### src/shared/rrs_pkg.sv
// Constants and types shared by the reset release and initial state block
`default_nettype none
package rrs_pkg;
  // ==========================================================
  // Vector fetch
  localparam logic [15:0] VEC_LO_ADDR = 16'hfffe;
  localparam logic [15:0] VEC_HI_ADDR = 16'hffff;
  localparam logic [7:0] VEC_BANK = 8'h00;

  // ==========================================================
  // Reset images and defined-bit masks
  localparam logic [7:0] BANK_RESET = 8'h00;
  localparam logic [15:0] PAGE_BASE_RESET = 16'h0000;
  localparam logic [9:0] PSW_RESET = 10'h004;
  localparam logic [9:0] PSW_DEF_MASK = 10'h39c;
  localparam int PORT_COUNT = 9;
  localparam logic [PORT_COUNT-1:0] PORT_DIR_LISTED = 9'h1f7;
  localparam logic [7:0] PORT_DIR_RESET = 8'h00;
  localparam logic [5:0] OSC0_RESET = 6'h01;
  localparam logic [7:0] PFC_RESET = 8'h00;
  localparam int TB_COUNT = 3;
  localparam logic [7:0] TB_MODE_RESET = 8'h20;
  localparam int SIO_COUNT = 3;
  localparam logic [7:0] SIO_CTL0_RESET = 8'h08;
  localparam logic [7:0] SIO_CTL1_RESET = 8'h02;
  localparam logic [SIO_COUNT-1:0] SIO_CTL0_LISTED = 3'h3;
  localparam logic [7:0] ADC0_RESET = 8'h00;
  localparam logic [7:0] ADC0_DEF_MASK = 8'hf8;
  localparam logic [4:0] ADC1_RESET = 5'h03;
  localparam int EXTI_COUNT = 3;
  localparam logic [5:0] EXTI_RESET = 6'h00;
  localparam logic [7:0] WAVE_RESET = 8'h00;
  localparam int TA_COUNT = 5;
  localparam logic [7:0] TA_MODE_RESET = 8'h00;
  localparam logic [7:0] PMODE0_RESET = 8'h00;

  // ==========================================================
  // Write selector codes
  localparam logic [5:0] SEL_PROG_BANK = 6'h00;
  localparam logic [5:0] SEL_DATA_BANK = 6'h01;
  localparam logic [5:0] SEL_PAGE_BASE = 6'h02;
  localparam logic [5:0] SEL_PSW = 6'h03;
  localparam logic [5:0] SEL_PDIR_BASE = 6'h04;
  localparam logic [5:0] SEL_OSC0 = 6'h0d;
  localparam logic [5:0] SEL_PFC = 6'h0e;
  localparam logic [5:0] SEL_TB_BASE = 6'h0f;
  localparam logic [5:0] SEL_SIO0_BASE = 6'h12;
  localparam logic [5:0] SEL_SIO1_BASE = 6'h15;
  localparam logic [5:0] SEL_ADC0 = 6'h18;
  localparam logic [5:0] SEL_ADC1 = 6'h19;
  localparam logic [5:0] SEL_EXTI_BASE = 6'h1a;
  localparam logic [5:0] SEL_WAVE = 6'h1d;
  localparam logic [5:0] SEL_TA_BASE = 6'h1e;
  localparam logic [5:0] SEL_PMODE0 = 6'h23;

  // ==========================================================
  // States
  typedef enum logic [1:0] {
    RRS_HOLD = 2'b00,
    RRS_FETCH = 2'b01,
    RRS_RUN = 2'b10
  } rrs_state_t;

  typedef enum logic [1:0] {
    RRS_VF_IDLE = 2'b00,
    RRS_VF_LO = 2'b01,
    RRS_VF_HI = 2'b10
  } rrs_vf_state_t;
endpackage
`default_nettype wire

### src/verilog/rrs_release_detect.sv
// Detects release of the active-low reset pin after it was held low
`default_nettype none
module rrs_release_detect (
  input wire logic clk_i,
  input wire logic reset_i,
  input wire logic reset_pin_n_i,
  output logic in_reset_o,
  output logic release_o
);
  import rrs_pkg::*;

  typedef struct packed {
    logic armed;
    logic in_reset;
    logic release_pulse;
  } rrs_rd_t;

  rrs_rd_t r_reg;
  rrs_rd_t r_next;

  // ==========================================================
  // Next state
  always_comb begin
    r_next = r_reg;
    r_next.release_pulse = 1'b0;
    if (!reset_pin_n_i) begin
      r_next.armed = 1'b1;
      r_next.in_reset = 1'b1;
    end else if (r_reg.armed) begin
      // A high pin never seen low does not count as a release
      r_next.armed = 1'b0;
      r_next.in_reset = 1'b0;
      r_next.release_pulse = 1'b1;
    end
  end

  always_ff @(posedge clk_i or posedge reset_i) begin
    if (reset_i) begin
      r_reg <= '{armed: 1'b0, in_reset: 1'b1, release_pulse: 1'b0};
    end else begin
      r_reg <= r_next;
    end
  end

  assign in_reset_o = r_reg.in_reset;
  assign release_o = r_reg.release_pulse;
endmodule
`default_nettype wire

### src/verilog/rrs_vector_fetch.sv
// Reads the two-byte start vector, low byte first
`default_nettype none
module rrs_vector_fetch (
  input wire logic clk_i,
  input wire logic reset_i,
  input wire logic start_i,
  input wire logic abort_i,
  input wire logic [7:0] mem_rdata_i,
  input wire logic mem_ack_i,
  output logic [15:0] mem_addr_o,
  output logic mem_rd_o,
  output logic [15:0] pc_o,
  output logic done_o
);
  import rrs_pkg::*;

  typedef struct packed {
    rrs_vf_state_t st;
    logic [15:0] addr;
    logic rd;
    logic [15:0] pc;
    logic done;
  } rrs_vf_t;

  rrs_vf_t r_reg;
  rrs_vf_t r_next;

  // ==========================================================
  // Next state
  always_comb begin
    r_next = r_reg;
    r_next.done = 1'b0;
    if (abort_i) begin
      r_next.st = RRS_VF_IDLE;
      r_next.rd = 1'b0;
    end else begin
      unique case (r_reg.st)
        RRS_VF_IDLE: begin
          if (start_i) begin
            r_next.st = RRS_VF_LO;
            r_next.addr = VEC_LO_ADDR;
            r_next.rd = 1'b1;
          end
        end
        RRS_VF_LO: begin
          if (mem_ack_i) begin
            r_next.pc[7:0] = mem_rdata_i;
            r_next.st = RRS_VF_HI;
            r_next.addr = VEC_HI_ADDR;
          end
        end
        RRS_VF_HI: begin
          if (mem_ack_i) begin
            r_next.pc[15:8] = mem_rdata_i;
            r_next.st = RRS_VF_IDLE;
            r_next.rd = 1'b0;
            r_next.done = 1'b1;
          end
        end
        default: begin
          r_next.st = RRS_VF_IDLE;
          r_next.rd = 1'b0;
        end
      endcase
    end
  end

  always_ff @(posedge clk_i or posedge reset_i) begin
    if (reset_i) begin
      r_reg <= '{st: RRS_VF_IDLE, addr: 16'h0000, rd: 1'b0, pc: 16'h0000, done: 1'b0};
    end else begin
      r_reg <= r_next;
    end
  end

  assign mem_addr_o = r_reg.addr;
  assign mem_rd_o = r_reg.rd;
  assign pc_o = r_reg.pc;
  assign done_o = r_reg.done;
endmodule
`default_nettype wire

### src/verilog/rrs_reset_init.sv
// Reset release sequencer and the register set it initialises
// Function
// - Leave reset only when the pin returns high after being held low.
// - Start address is zero bank, high byte from FFFF, low from FFFE.
// - Program bank select forced to zero during reset.
// - Data bank select forced to zero during reset.
// - Direct page base cleared to all zeros during reset.
// - Status word takes its fixed bits; unknown bits keep their value.
// - Listed port direction registers cleared, so those pins are inputs.
// - First oscillator control loads zeros with only bit 0 set.
// - Port function control cleared during reset.
// - Second timer group mode registers load only bit 5 set.
// - Serial second control loads bit 1; listed first controls (0 and 1) load bit 3.
// - Converter control 1 loads two low bits; control 0 clears upper bits.
// - External interrupt controls clear their six bits during reset.
// - Waveform output mode cleared to zero during reset.
// - First timer group mode registers cleared during reset.
// - First processor mode register cleared during reset.
// - Registers without reset values and RAM are left for software.
`default_nettype none
module rrs_reset_init (
  input wire logic clk_i,
  input wire logic reset_i,
  input wire logic reset_pin_n_i,
  input wire logic [7:0] mem_rdata_i,
  input wire logic mem_ack_i,
  input wire logic wr_i,
  input wire logic [5:0] wr_sel_i,
  input wire logic [15:0] wr_data_i,
  output logic [15:0] mem_addr_o,
  output logic mem_rd_o,
  output logic in_reset_o,
  output logic run_o,
  output logic [23:0] start_addr_o,
  output logic [7:0] program_bank_select_o,
  output logic [7:0] data_bank_select_o,
  output logic [15:0] direct_page_base_o,
  output logic [9:0] processor_status_word_o,
  output logic [rrs_pkg::PORT_COUNT-1:0][7:0] port_dir_o,
  output logic [5:0] osc_ctl0_o,
  output logic [7:0] port_func_ctl_o,
  output logic [rrs_pkg::TB_COUNT-1:0][7:0] timer_b_mode_o,
  output logic [rrs_pkg::SIO_COUNT-1:0][7:0] sio_ctl0_o,
  output logic [rrs_pkg::SIO_COUNT-1:0][7:0] sio_ctl1_o,
  output logic [7:0] adc_ctl0_o,
  output logic [4:0] adc_ctl1_o,
  output logic [rrs_pkg::EXTI_COUNT-1:0][5:0] ext_int_ctl_o,
  output logic [7:0] wave_mode_o,
  output logic [rrs_pkg::TA_COUNT-1:0][7:0] timer_a_mode_o,
  output logic [7:0] proc_mode0_o
);
  import rrs_pkg::*;

  // ==========================================================
  // State
  typedef struct packed {
    rrs_state_t st;
    logic fetch_go;
    logic run;
    logic [23:0] start_addr;
    logic [7:0] prog_bank;
    logic [7:0] data_bank;
    logic [15:0] page_base;
    logic [9:0] psw;
    logic [PORT_COUNT-1:0][7:0] pdir;
    logic [5:0] osc0;
    logic [7:0] pfc;
    logic [TB_COUNT-1:0][7:0] tb;
    logic [SIO_COUNT-1:0][7:0] sio0;
    logic [SIO_COUNT-1:0][7:0] sio1;
    logic [7:0] adc0;
    logic [4:0] adc1;
    logic [EXTI_COUNT-1:0][5:0] exti;
    logic [7:0] wave;
    logic [TA_COUNT-1:0][7:0] ta;
    logic [7:0] pmode0;
  } rrs_top_t;

  rrs_top_t r_reg;
  rrs_top_t r_next;

  logic pin_in_reset;
  logic pin_release;
  logic [15:0] vec_pc;
  logic vec_done;
  logic pin_hold;
  assign pin_hold = pin_in_reset | ~reset_pin_n_i;

  // ==========================================================
  // Pin release detection
  rrs_release_detect u_detect (
    .clk_i(clk_i),
    .reset_i(reset_i),
    .reset_pin_n_i(reset_pin_n_i),
    .in_reset_o(pin_in_reset),
    .release_o(pin_release)
  );

  // ==========================================================
  // Vector read
  rrs_vector_fetch u_fetch (
    .clk_i(clk_i),
    .reset_i(reset_i),
    .start_i(r_reg.fetch_go),
    .abort_i(pin_hold),
    .mem_rdata_i(mem_rdata_i),
    .mem_ack_i(mem_ack_i),
    .mem_addr_o(mem_addr_o),
    .mem_rd_o(mem_rd_o),
    .pc_o(vec_pc),
    .done_o(vec_done)
  );

  // ==========================================================
  // Next state
  always_comb begin
    r_next = r_reg;
    r_next.fetch_go = 1'b0;
    if (pin_hold) begin
      // Raw pin too, so a write or fetch on the first low edge is lost
      r_next.st = RRS_HOLD;
      r_next.run = 1'b0;
      r_next.prog_bank = BANK_RESET;
      r_next.data_bank = BANK_RESET;
      r_next.page_base = PAGE_BASE_RESET;
      r_next.psw = (r_reg.psw & ~PSW_DEF_MASK) | (PSW_RESET & PSW_DEF_MASK);
      for (int i = 0; i < PORT_COUNT; i++) begin
        if (PORT_DIR_LISTED[i]) begin
          r_next.pdir[i] = PORT_DIR_RESET;
        end
      end
      r_next.osc0 = OSC0_RESET;
      r_next.pfc = PFC_RESET;
      for (int i = 0; i < TB_COUNT; i++) begin
        r_next.tb[i] = TB_MODE_RESET;
      end
      for (int i = 0; i < SIO_COUNT; i++) begin
        r_next.sio1[i] = SIO_CTL1_RESET;
        if (SIO_CTL0_LISTED[i]) begin
          r_next.sio0[i] = SIO_CTL0_RESET;
        end
      end
      r_next.adc1 = ADC1_RESET;
      r_next.adc0 = (r_reg.adc0 & ~ADC0_DEF_MASK) | (ADC0_RESET & ADC0_DEF_MASK);
      for (int i = 0; i < EXTI_COUNT; i++) begin
        r_next.exti[i] = EXTI_RESET;
      end
      r_next.wave = WAVE_RESET;
      for (int i = 0; i < TA_COUNT; i++) begin
        r_next.ta[i] = TA_MODE_RESET;
      end
      r_next.pmode0 = PMODE0_RESET;
    end else begin
      unique case (r_reg.st)
        RRS_HOLD: begin
          if (pin_release) begin
            r_next.fetch_go = 1'b1;
            r_next.st = RRS_FETCH;
          end
        end
        RRS_FETCH: begin
          if (vec_done) begin
            r_next.start_addr = {VEC_BANK, vec_pc};
            r_next.run = 1'b1;
            r_next.st = RRS_RUN;
          end
        end
        RRS_RUN: begin
          // Unlisted bits are only ever set here, by software
          if (wr_i) begin
            if (wr_sel_i == SEL_PROG_BANK) begin
              r_next.prog_bank = wr_data_i[7:0];
            end
            if (wr_sel_i == SEL_DATA_BANK) begin
              r_next.data_bank = wr_data_i[7:0];
            end
            if (wr_sel_i == SEL_PAGE_BASE) begin
              r_next.page_base = wr_data_i;
            end
            if (wr_sel_i == SEL_PSW) begin
              r_next.psw = wr_data_i[9:0];
            end
            for (int i = 0; i < PORT_COUNT; i++) begin
              if (wr_sel_i == SEL_PDIR_BASE + 6'(i)) begin
                r_next.pdir[i] = wr_data_i[7:0];
              end
            end
            if (wr_sel_i == SEL_OSC0) begin
              r_next.osc0 = wr_data_i[5:0];
            end
            if (wr_sel_i == SEL_PFC) begin
              r_next.pfc = wr_data_i[7:0];
            end
            for (int i = 0; i < TB_COUNT; i++) begin
              if (wr_sel_i == SEL_TB_BASE + 6'(i)) begin
                r_next.tb[i] = wr_data_i[7:0];
              end
            end
            for (int i = 0; i < SIO_COUNT; i++) begin
              if (wr_sel_i == SEL_SIO0_BASE + 6'(i)) begin
                r_next.sio0[i] = wr_data_i[7:0];
              end
              if (wr_sel_i == SEL_SIO1_BASE + 6'(i)) begin
                r_next.sio1[i] = wr_data_i[7:0];
              end
            end
            if (wr_sel_i == SEL_ADC0) begin
              r_next.adc0 = wr_data_i[7:0];
            end
            if (wr_sel_i == SEL_ADC1) begin
              r_next.adc1 = wr_data_i[4:0];
            end
            for (int i = 0; i < EXTI_COUNT; i++) begin
              if (wr_sel_i == SEL_EXTI_BASE + 6'(i)) begin
                r_next.exti[i] = wr_data_i[5:0];
              end
            end
            if (wr_sel_i == SEL_WAVE) begin
              r_next.wave = wr_data_i[7:0];
            end
            for (int i = 0; i < TA_COUNT; i++) begin
              if (wr_sel_i == SEL_TA_BASE + 6'(i)) begin
                r_next.ta[i] = wr_data_i[7:0];
              end
            end
            if (wr_sel_i == SEL_PMODE0) begin
              r_next.pmode0 = wr_data_i[7:0];
            end
          end
        end
        default: begin
          r_next.st = RRS_HOLD;
          r_next.run = 1'b0;
        end
      endcase
    end
  end

  // ==========================================================
  // Registers
  // System reset clears all, including bits left undefined by the pin reset
  always_ff @(posedge clk_i or posedge reset_i) begin
    if (reset_i) begin
      r_reg <= '0;
    end else begin
      r_reg <= r_next;
    end
  end

  // ==========================================================
  // Outputs
  assign in_reset_o = pin_in_reset;
  assign run_o = r_reg.run;
  assign start_addr_o = r_reg.start_addr;
  assign program_bank_select_o = r_reg.prog_bank;
  assign data_bank_select_o = r_reg.data_bank;
  assign direct_page_base_o = r_reg.page_base;
  assign processor_status_word_o = r_reg.psw;
  assign port_dir_o = r_reg.pdir;
  assign osc_ctl0_o = r_reg.osc0;
  assign port_func_ctl_o = r_reg.pfc;
  assign timer_b_mode_o = r_reg.tb;
  assign sio_ctl0_o = r_reg.sio0;
  assign sio_ctl1_o = r_reg.sio1;
  assign adc_ctl0_o = r_reg.adc0;
  assign adc_ctl1_o = r_reg.adc1;
  assign ext_int_ctl_o = r_reg.exti;
  assign wave_mode_o = r_reg.wave;
  assign timer_a_mode_o = r_reg.ta;
  assign proc_mode0_o = r_reg.pmode0;
endmodule
`default_nettype wire

### config.mk
export PLATFORM = sky130hd
export DESIGN_NAME = rrs_reset_init
export DESIGN_NICKNAME = d
export VERILOG_FILES = /design/src/shared/rrs_pkg.sv /design/src/verilog/rrs_release_detect.sv /design/src/verilog/rrs_vector_fetch.sv /design/src/verilog/rrs_reset_init.sv
export SDC_FILE = /design/constraint.sdc
export NUM_CORES = 1
export LEC_CHECK = 0
export BUFFER_PORTS_ARGS = -buffer_cell sky130_fd_sc_hd__buf_2
export CORE_ASPECT_RATIO = 2
export CORE_MARGIN = 5
export CORE_UTILIZATION = 39
export CTS_BUF_LIST = sky130_fd_sc_hd__clkbuf_8
export CTS_CLUSTER_SIZE = 12
export DETAILED_ROUTE_END_ITERATION = 8
export MAX_ROUTING_LAYER = met4
export PLACE_DENSITY = 0.73
export SETUP_SLACK_MARGIN = 0.2
export SLEW_MARGIN = 20
export SYNTH_ARGS = -nofsm -noshare
export SYNTH_HDL_FRONTEND = slang
export SYNTH_SLANG_ARGS = --single-unit
### constraint.sdc
create_clock -name clk_i -period 14.54 [get_ports clk_i]
set_input_delay 1.454 -clock clk_i [delete_from_list [all_inputs] [get_ports clk_i]]
set_output_delay 1.454 -clock clk_i [all_outputs]
set_load 0.05 [all_outputs]
## Yosys cells after proc, flatten, opt, wreduce, memory -nomap -nowiden

Cells that the tools add are included.

| cells by class | value |
|---|---|
| equality and inequality tests | 50 |
| reductions and logical operators | 87 |
| mux-type cells | 65 |
| bitwise gates (word level) | 3 |

Operator list:

| cell | number |
|---|---|
| $mux W287 | 2 |
| $mux W8 | 29 |
| $mux W127 | 1 |
| $reduce_and A3 Y1 | 40 |
| $eq A6 B5 Y1 const B | 16 |
| $mux W82 | 1 |
| $reduce_bool A2 Y1 | 37 |
| $mux W62 | 1 |
| $eq A6 B4 Y1 const B | 8 |
| $pmux W16 S2 | 1 |
| $mux W25 | 1 |
| $eq A6 B3 Y1 const B | 4 |
| $eq A6 B6 Y1 const B | 4 |
| $mux W6 | 4 |
| $reduce_and A4 Y1 | 5 |
| $mux W19 | 1 |
| $mux W18 | 1 |
| $mux W16 | 1 |
| $eq A6 B2 Y1 const B | 2 |
| $mux W2 | 6 |
| $pmux W2 S3 | 2 |
| $mux W10 | 1 |
| $mux W9 | 1 |
| $ne A3 B3 Y1 const B | 3 |
| 17 further kinds | 33 |

| storage, ports and cells | value |
|---|---|
| output and inout bits | 330 |
| flip-flop bits (word level) | 346 |

## Depth between registers and ports, before layout

Gate-level depths: netlist of the first run.

| logic depth | value |
|---|---|
| word-level depth | 5 |
| gate-level depth with buffers | 6 |
| depth with buffers taken out | 3 |

## By module

A second synthesis of the first run with hierarchy kept.

| second synthesis, totals | value |
|---|---|
| cells, all modules | 1454 |
| area, all modules | 16555.9 µm² |

By module, submodules not included:

| module | instances | area each (µm²) | sequential area each (µm²) | cells an instance |
|---|---|---|---|---|
| rrs_reset_init | 1 | 15353.5 | 7682.4 | 1357 |
| rrs_vector_fetch | 1 | 1103.6 | 550.5 | 89 |
| rrs_release_detect | 1 | 98.8 | 76.3 | 8 |

## Least setup slack after synthesis of the first run

Ideal clock, no wire load.

| timing | value |
|---|---|
| path type | input to register |
| from | in wr_sel_i[4] |
| to | reg r_reg, in the netlist adc_ctl0_o[0] |
| stages | 5 |
| setup slack | 11717 ps |
| required time | 14415 ps |
| setup time | 125 ps |
| data arrival time | 2698 ps |
| cells stage by stage | clkbuf_2 nor4bb_1 clkbuf_1 and4b_1 mux2_2 |

| between the ends | value |
|---|---|
| longest elaborated chain between the ends | 2 |

RTL lines:

| what | RTL line | text |
|---|---|---|
| from (decl) | rrs_reset_init.sv:28 | `input wire logic [5:0] wr_sel_i,` |
| $eq A6 B5 Y1 | rrs_reset_init.sv:207 | `if (wr_sel_i == SEL_ADC0) begin` |
| $reduce_and A4 Y1 (no source line) | -- |  |
| to (signal assigned) | rrs_reset_init.sv:246 | `r_reg <= r_next;` |
| to (decl) | rrs_reset_init.sv:79 | `rrs_top_t r_reg;` |

Every way passes these cells.
A chain may end at the register's enable or synchronous reset.

## Worst setup path after layout of the first run

| timing | value |
|---|---|
| from | in reset_pin_n_i |
| to | reg r_reg, in the netlist port_dir_o[56] |

| between the ends | value |
|---|---|
| longest elaborated chain between the ends | 4 |

RTL lines:

| what | RTL line | text |
|---|---|---|
| from (decl) | rrs_reset_init.sv:24 | `input wire logic reset_pin_n_i,` |
| $not A1 Y1 (*) | rrs_reset_init.sv:87 | `assign pin_hold = pin_in_reset \| ~reset_pin_n_i;` |
| $or A1 B1 Y1 (*) | rrs_reset_init.sv:87 |  |
| $reduce_bool A2 Y1 (no source line) | -- |  |
| $reduce_and A3 Y1 (no source line) | -- |  |

Mark *: on every way between the ends. The rest lies on a longest branch, timed or not.

==> results.tsv, run 1 <==
metric	value	unit
drc_errors	0	
cp.required	15.00	ns
grt-ovfl-total	0	
ys_ff_latch	332	
grtUsageTotal	18.8	%
p_leak	10.2	nW
power.density	107	nW/um^2
synth_most_common_cell	dfrtp_1	
wl_met2	22700	um
fin_setup_tns	0	ns
final_core_utilization	41.5	%
synth_area_leaders	dfrtp_1, mux2i_1, buf_4, nand2_1, mux2_2	
grt_max_degree	121	
postCtsHoldBufs	0	
io_buffers	356	
final-seq-area	8310	um^2
netlist_area	16200	um^2
ios	365	
synth.distinct_cells	41	
worstHoldPathType	reg -> reg	
yosysWarnings	0	
vias_per_cell	4.85	
hold_viol_final	0	
grt_pass1_wl	65200	um
crit_path_start_kind	primary input	
status	completed	
rsz0062_at_grt	false	
min_period_over_period	28.3	%
cts_buffers	48	
place.gp.congestion	0.798	
ant_nets	0	
synth_top_area_share	51.2	%
num-nets-final	1482	
initial_core_util	39.5	%
ctsResizeCount	0	
synth_top_family_by_area	multiplexers	
cts-root-buf	clkbuf_8	
wl_per_cell	21.2	um
synthToLayoutAreaGrowth	5.11	%
ys_async_sr_fraction	100	%
cts_buffer_depth	3	
synth_edf_count	0	
critical_path_class	in -> reg	
hold_ws	0.484	ns
multi_input_area	5060	um^2
finalSetupViolations	0	
antenna_found_initial	3	
drive_above_1_share	35.7	%
dr.pass1.iters	5	
post-cts-setup-buffers	0	
max_slew_margin	28.2	%
cts.sinks	332	
fmax	243	MHz
clk_pin_slew	0.06	ns
initialDrtViolationCount	464	
grt_pass1_vias	10641	
synth_top_area_cell	dfrtp_1	
routed-wl-met3	2560	um
routed.top_layer	met4	
core	41000	um^2
cp-end-kind	flop	
ys_top_cells_by_count	dfrtp_1, buf_4, nand2_1	
ir_drop	0.0000836	V
clock_skew	0.0566	ns
crit_fanout	103	
vias	9796	
place_hpwl	29500	um
synth_mux_area_share	20.2	%
drv_cap	0	
worstMarginPinSlew	1.08	ns
syn_inst	1439	
num-fill-cells	3906	
arrival	4.57	ns
dieArea	45900	um^2
synthAdderAreaFrac	0	%
die-width	154	um
wl_met1	15400	um
ys_seq_area_share	51.4	%
htreeDepth	2	
synth-compound-area-share	0.503	%
rows	105	
syn_avg_cell_area	11.2	um^2
largest_register_ffs	72	
fin_crit	4.11	ns
clk_latency	0.61	ns
synthXorXnorAreaFrac	0	%
die_h	298	um
cts_tree	done	
maxSlewViolCount	0	
wl	42900	um
synthFlopType	dfrtp_1	
yosys.area_share.simple	10.3	%
[cell usage in the layout (no fill, tap or decap), types with 3 or more instances in the layout]
cell       instances
inv_1             15
nand2_2            7
nand2_1          266
and4bb_2           3
bufinv_16          4
nand3_1            4
clkbuf_8          60
nand3b_1          17
dfrtp_1          331
nand3_2           12
mux2_2            55
and4b_1            4
mux2i_1          264
nor2_1            21
a21oi_1            4
conb_1             8
and3_1             3
buf_2            356
clkinv_2           5
buf_4              9
nor4b_2            3
[worst max-delay path: stages]
cell	delay, ns
buf_2	0.11
nor2b_4	0.15
buf_4	0.57
buf_4	0.90
nand2_2	0.83
mux2i_1	0.38
[final timing paths]
path | startpoint | endpoint | slack (ns) | cells past startpoint
setup / recovery | reset_pin_n_i | port_dir_o[56] | 10.43 | 6
hold / removal | run_o | run_o | 0.48 | 1
setup reg to reg | u_detect.in_reset_o | port_dir_o[56] | 11.02 | 5
hold reg to reg | run_o | run_o | 0.48 | 1
max in group asynchronous | reset_i | port_dir_o[62] | 12.19 | 3
min in group asynchronous | reset_i | timer_b_mode_o[22] | 1.03 | 2
[final cells by class]
class | instances | area share [%]
sequential | 332 | 48.9
multi-input combinational | 694 | 29.8
timing repair buffer | 367 | 11.0
clock buffer | 60 | 4.86
tap | 535 | 3.94
clock inverter | 26 | 1.38
inverter | 4 | 0.132
antenna | 2 | 0.0294
[where the power goes]
part,switching [mW],internal (mW)
Combinational,0.0666,0.0131
Sequential,0.00203,0.927
Clock,0.370,0.446
Total,0.439,1.39
[kinds of logic (layout without fill, tap and decap cells)]
family                 count (synthesis)  after routing
muxes                                319            319
DFF                                  332            332
and+or+nand+nor                      355            355
other                                  1             10
buffers and inverters                420            457
AOI/OAI and AO/OA                     12             12
[routing by layer]
metal,up-vias,global-route usage [%]
met3,115,3.70
met5,-,-
met4,0,9.09
met1,4913,20.6
li1,4405,-
met2,363,32.6
[per-stage QoR]
step	worst slack, ns	instances	area, um^2	power [mW]
floorplan	3.89	1446	16200	1.00
global placement	9.94	1932	15900	1.03
detailed placement	9.83	1932	15900	1.03
CTS	10.48	2018	17000	1.85
global route	10.22	2020	17000	1.89
finish	10.43	2020	17000	1.82
Note: power is estimated with default switching activity, not from simulation.
==> run 2, diff against run 1 <==
--- a/config.mk
+++ b/config.mk
@@ -5,6 +5,7 @@
 export SDC_FILE = /design/constraint.sdc
 export NUM_CORES = 1
 export LEC_CHECK = 0
+export ABC_AREA = 1
 export BUFFER_PORTS_ARGS = -buffer_cell sky130_fd_sc_hd__buf_2
 export CORE_ASPECT_RATIO = 2
 export CORE_MARGIN = 5
@@ -13,7 +14,7 @@
 export CTS_CLUSTER_SIZE = 12
 export DETAILED_ROUTE_END_ITERATION = 8
 export MAX_ROUTING_LAYER = met4
-export PLACE_DENSITY = 0.73
+export PLACE_DENSITY = 0.75
 export SETUP_SLACK_MARGIN = 0.2
 export SLEW_MARGIN = 20
 export SYNTH_ARGS = -nofsm -noshare
==> constraint.sdc (replaced) <==
create_clock -name clk_i -period 3.5 [get_ports clk_i]
set_input_delay 0.35 -clock clk_i [delete_from_list [all_inputs] [get_ports clk_i]]
set_output_delay 0.35 -clock clk_i [all_outputs]
set_load 0.05 [all_outputs]
==> run 2 against run 1 <==
Compared with the run above:
- die area increased by 0.95%
- synthesized cell count increased by 28%
- clock skew decreased by 0.032 ns
- largest cell class unchanged
- largest power group unchanged
- highest routed layer unchanged
==> results.tsv, run 2 <==
metric	value	unit	change
status	completed		unchanged
core	41600	um^2	was 41000 um^2
ys_seq_area_share	50.9	%	was 51.4%
grt_max_degree	175		was 121
largest_register_ffs	72		unchanged
hold_viol_final	0		unchanged
ys_async_sr_fraction	100	%	unchanged
final_common_cell	nand2_1		was buf_2
p_leak	10.1	nW	was 10.2 nW
final_core_utilization	41.7	%	was 41.5%
fin_crit	2.21	ns	
synth_edf_count	0		unchanged
worstHoldPathType	in -> reg		was reg -> reg
antenna_found_initial	2		was 3
arrival	2.71	ns	was 4.57 ns
holdPathEnd	u_fetch.pc_o[13]		was run_o
synthFlopType	dfrtp_1		unchanged
rr_endpoint	port_func_ctl_o[0]		was port_dir_o[56]
wl_per_cell	20.5	um	was 21.2 um
syn_inst	1847		was 1439
ant_nets	0		unchanged
min_period_over_period	63.1	%	
clk_latency	0.59	ns	was 0.61 ns
rsz0062_at_grt	false		unchanged
critical_path_class	reg -> reg		was in -> reg
clk_pin_slew	0.07	ns	was 0.06 ns
power	7.53	mW	was 1.82 mW
initial_core_util	39.2	%	was 39.5%
cts.sinks	332		unchanged
cp.required	4.00	ns	was 15.00 ns
drc_errors	0		unchanged
crit_path_start_kind	flop		was primary input
reg2reg_depth	7		was 5
num-nets-final	1921		was 1482
cts-root-buf	clkbuf_8		unchanged
num-fill-cells	4123		was 3906
ys_ff_latch	332		unchanged
place_hpwl	36500	um	was 29500 um
initialDrtViolationCount	811		was 464
worstMarginPinSlew	1.03	ns	was 1.08 ns
hold_ws	0.0340	ns	was 0.484 ns
grt-ovfl-total	0		unchanged
drive_above_1_share	27.1	%	was 35.7%
synth_area_leaders	dfrtp_1, buf_4, nand2_1, nand3_1, nand4_1		was dfrtp_1, mux2i_1, buf_4, nand2_1, mux2_2
grt_pass1_vias	12589		was 10641
pre_cts_slack	1.28	ns	was 9.83 ns
fmax	453	MHz	
wl	50600	um	was 42900 um
die-width	155	um	was 154 um
crit_fanout	29		was 103
finalSetupViolations	0		unchanged
max_slew_margin	30.6	%	was 28.2%
drv_cap	0		unchanged
cts_buffers	48		unchanged
setup_ws	1.29	ns	was 10.43 ns
htreeDepth	2		unchanged
synth_top_area_share	50.7	%	was 51.2%
crit-reg2reg-launch	r_reg[313]		was u_detect.in_reset_o
grtUsageTotal	22.0	%	was 18.8%
syn_avg_cell_area	8.84	um^2	was 11.2 um^2
vias_per_cell	5.02		was 4.85
io_buffers	356		unchanged
final_cell_mix	nand2_1, buf_2, dfrtp_1		was buf_2, dfrtp_1, nand2_1
cp-end-kind	flop		unchanged
power.density	434	nW/um^2	was 107 nW/um^2
hp-start	mem_rdata_i[5]		was run_o
ys_top_cells_by_count	nand2_1, buf_4, dfrtp_1		was dfrtp_1, buf_4, nand2_1
synthToLayoutAreaGrowth	6.27	%	was 5.11%
cts_buffer_depth	3		unchanged
die_h	299	um	was 298 um
min_path_cells	3		was 1
place.gp.congestion	0.871		was 0.798
synth_top_area_cell	dfrtp_1		unchanged
ios	365		unchanged
rows	106		was 105
yosysWarnings	0		unchanged
maxSlewViolCount	0		unchanged
grt_pass1_wl	76200	um	was 65200 um
ir_drop	0.000304	V	was 0.0000836 V
netlist_area	16300	um^2	was 16200 um^2
vias	12387		was 9796
cts_tree	done		unchanged
clock_skew	0.0250	ns	was 0.0566 ns
synth.distinct_cells	28		was 41
dieArea	46300	um^2	was 45900 um^2
dr.pass1.iters	6		was 5
post-cts-setup-buffers	0		unchanged
regToRegSetupSlack	1.29	ns	was 11.02 ns
fin_setup_tns	0	ns	unchanged
synth_most_common_cell	nand2_1		was dfrtp_1
-- run 2: cell types whose count changed after synthesis, sizes merged, moves of 4 or more --
cell / change
nor4b: -5
inv: +56
o21ai: +77
nand3b: -17
nor2: +35
buf: +19
nand4: +73
a21oi: +4
mux2: -55
clkbuf: -21
nand2: +270
nand3: +261
and4b: -4
mux2i: -264
-- run 2: routing by layer --
layer  vias up  wire length, um  track usage [%]
met1      6030            17800             23.2
met2       504            27400             39.5
met4         0             2320             9.75
met3       109             3100             4.03
li1       5744                -                -
met5         -                0                -
-- run 2: worst max-delay path by stage --
| stage | slack (ns) | start | to |
|---|---|---|---|
| floorplan | -1.28 | reset_i | adc_ctl0_o[0] |
| global placement | 1.33 | reset_pin_n_i | direct_page_base_o[1] |
| detailed placement | 1.28 | reset_pin_n_i | ext_int_ctl_o[1] |
| CTS | 1.26 | r_reg[313] | port_func_ctl_o[0] |
| global route | 1.13 | r_reg[313] | port_dir_o[48] |
| finish | 1.29 | r_reg[313] | port_func_ctl_o[0] |
-- run 2: stage by stage --
stage	cells	instance area [um^2]
after CTS	2462	17300
after detailed placement	2358	16200
after global placement	2358	16200
after floorplan	1854	16400
after global routing	2466	17400
final	2466	17400
-- run 2: power breakdown --
group          internal, mW  total [mW]  switching, mW  leakage [nW]
Combinational        0.0880       0.475          0.387          5.04
Sequential             3.86        3.87         0.0128          4.51
Clock                  1.64        3.19           1.54         0.580
-- run 2: worst max-delay path, stage by stage, from the launching register on --
cell and delay, ns:
dfrtp_1 0.41, inv_2 0.08, nand3_2 0.17, nor2_4 0.41, nand2_1 0.15, inv_2 0.64
nand2_1 0.13, nand2_1 0.11
-- run 2: timing repair --
| item | CTS | global route |
|---|---|---|
| hold endpoints to repair | 22 | 10 |
| resized for setup | 0 | 0 |
| hold buffers | 16 | 1 |
-- run 2: final cells by class --
| type | count | area, um^2 | area share, % |
|---|---|---|---|
| Timing Repair Buffer | 396 | 2200 | 12.7 |
| Sequential cell | 332 | 8310 | 47.9 |
| Antenna cell | 2 | 5.00 | 0.0288 |
| Inverter | 60 | 239 | 1.38 |
| Clock buffer | 61 | 840 | 4.84 |
| Clock inverter | 27 | 145 | 0.836 |
| Tap cell | 540 | 676 | 3.89 |
| Multi-Input combinational cell | 1048 | 4940 | 28.5 |
-- run 2: logic make-up (layout without fill, tap and decap cells) --
logic type             after synthesis  in the layout  synth area share [%]
buffers and inverters              474            544                  19.0
other                                1             10                0.0230
AOI/OAI and AO/OA                   87             87                  2.68
and+or+nand+nor                    953            953                  27.4
DFF                                332            332                  50.9
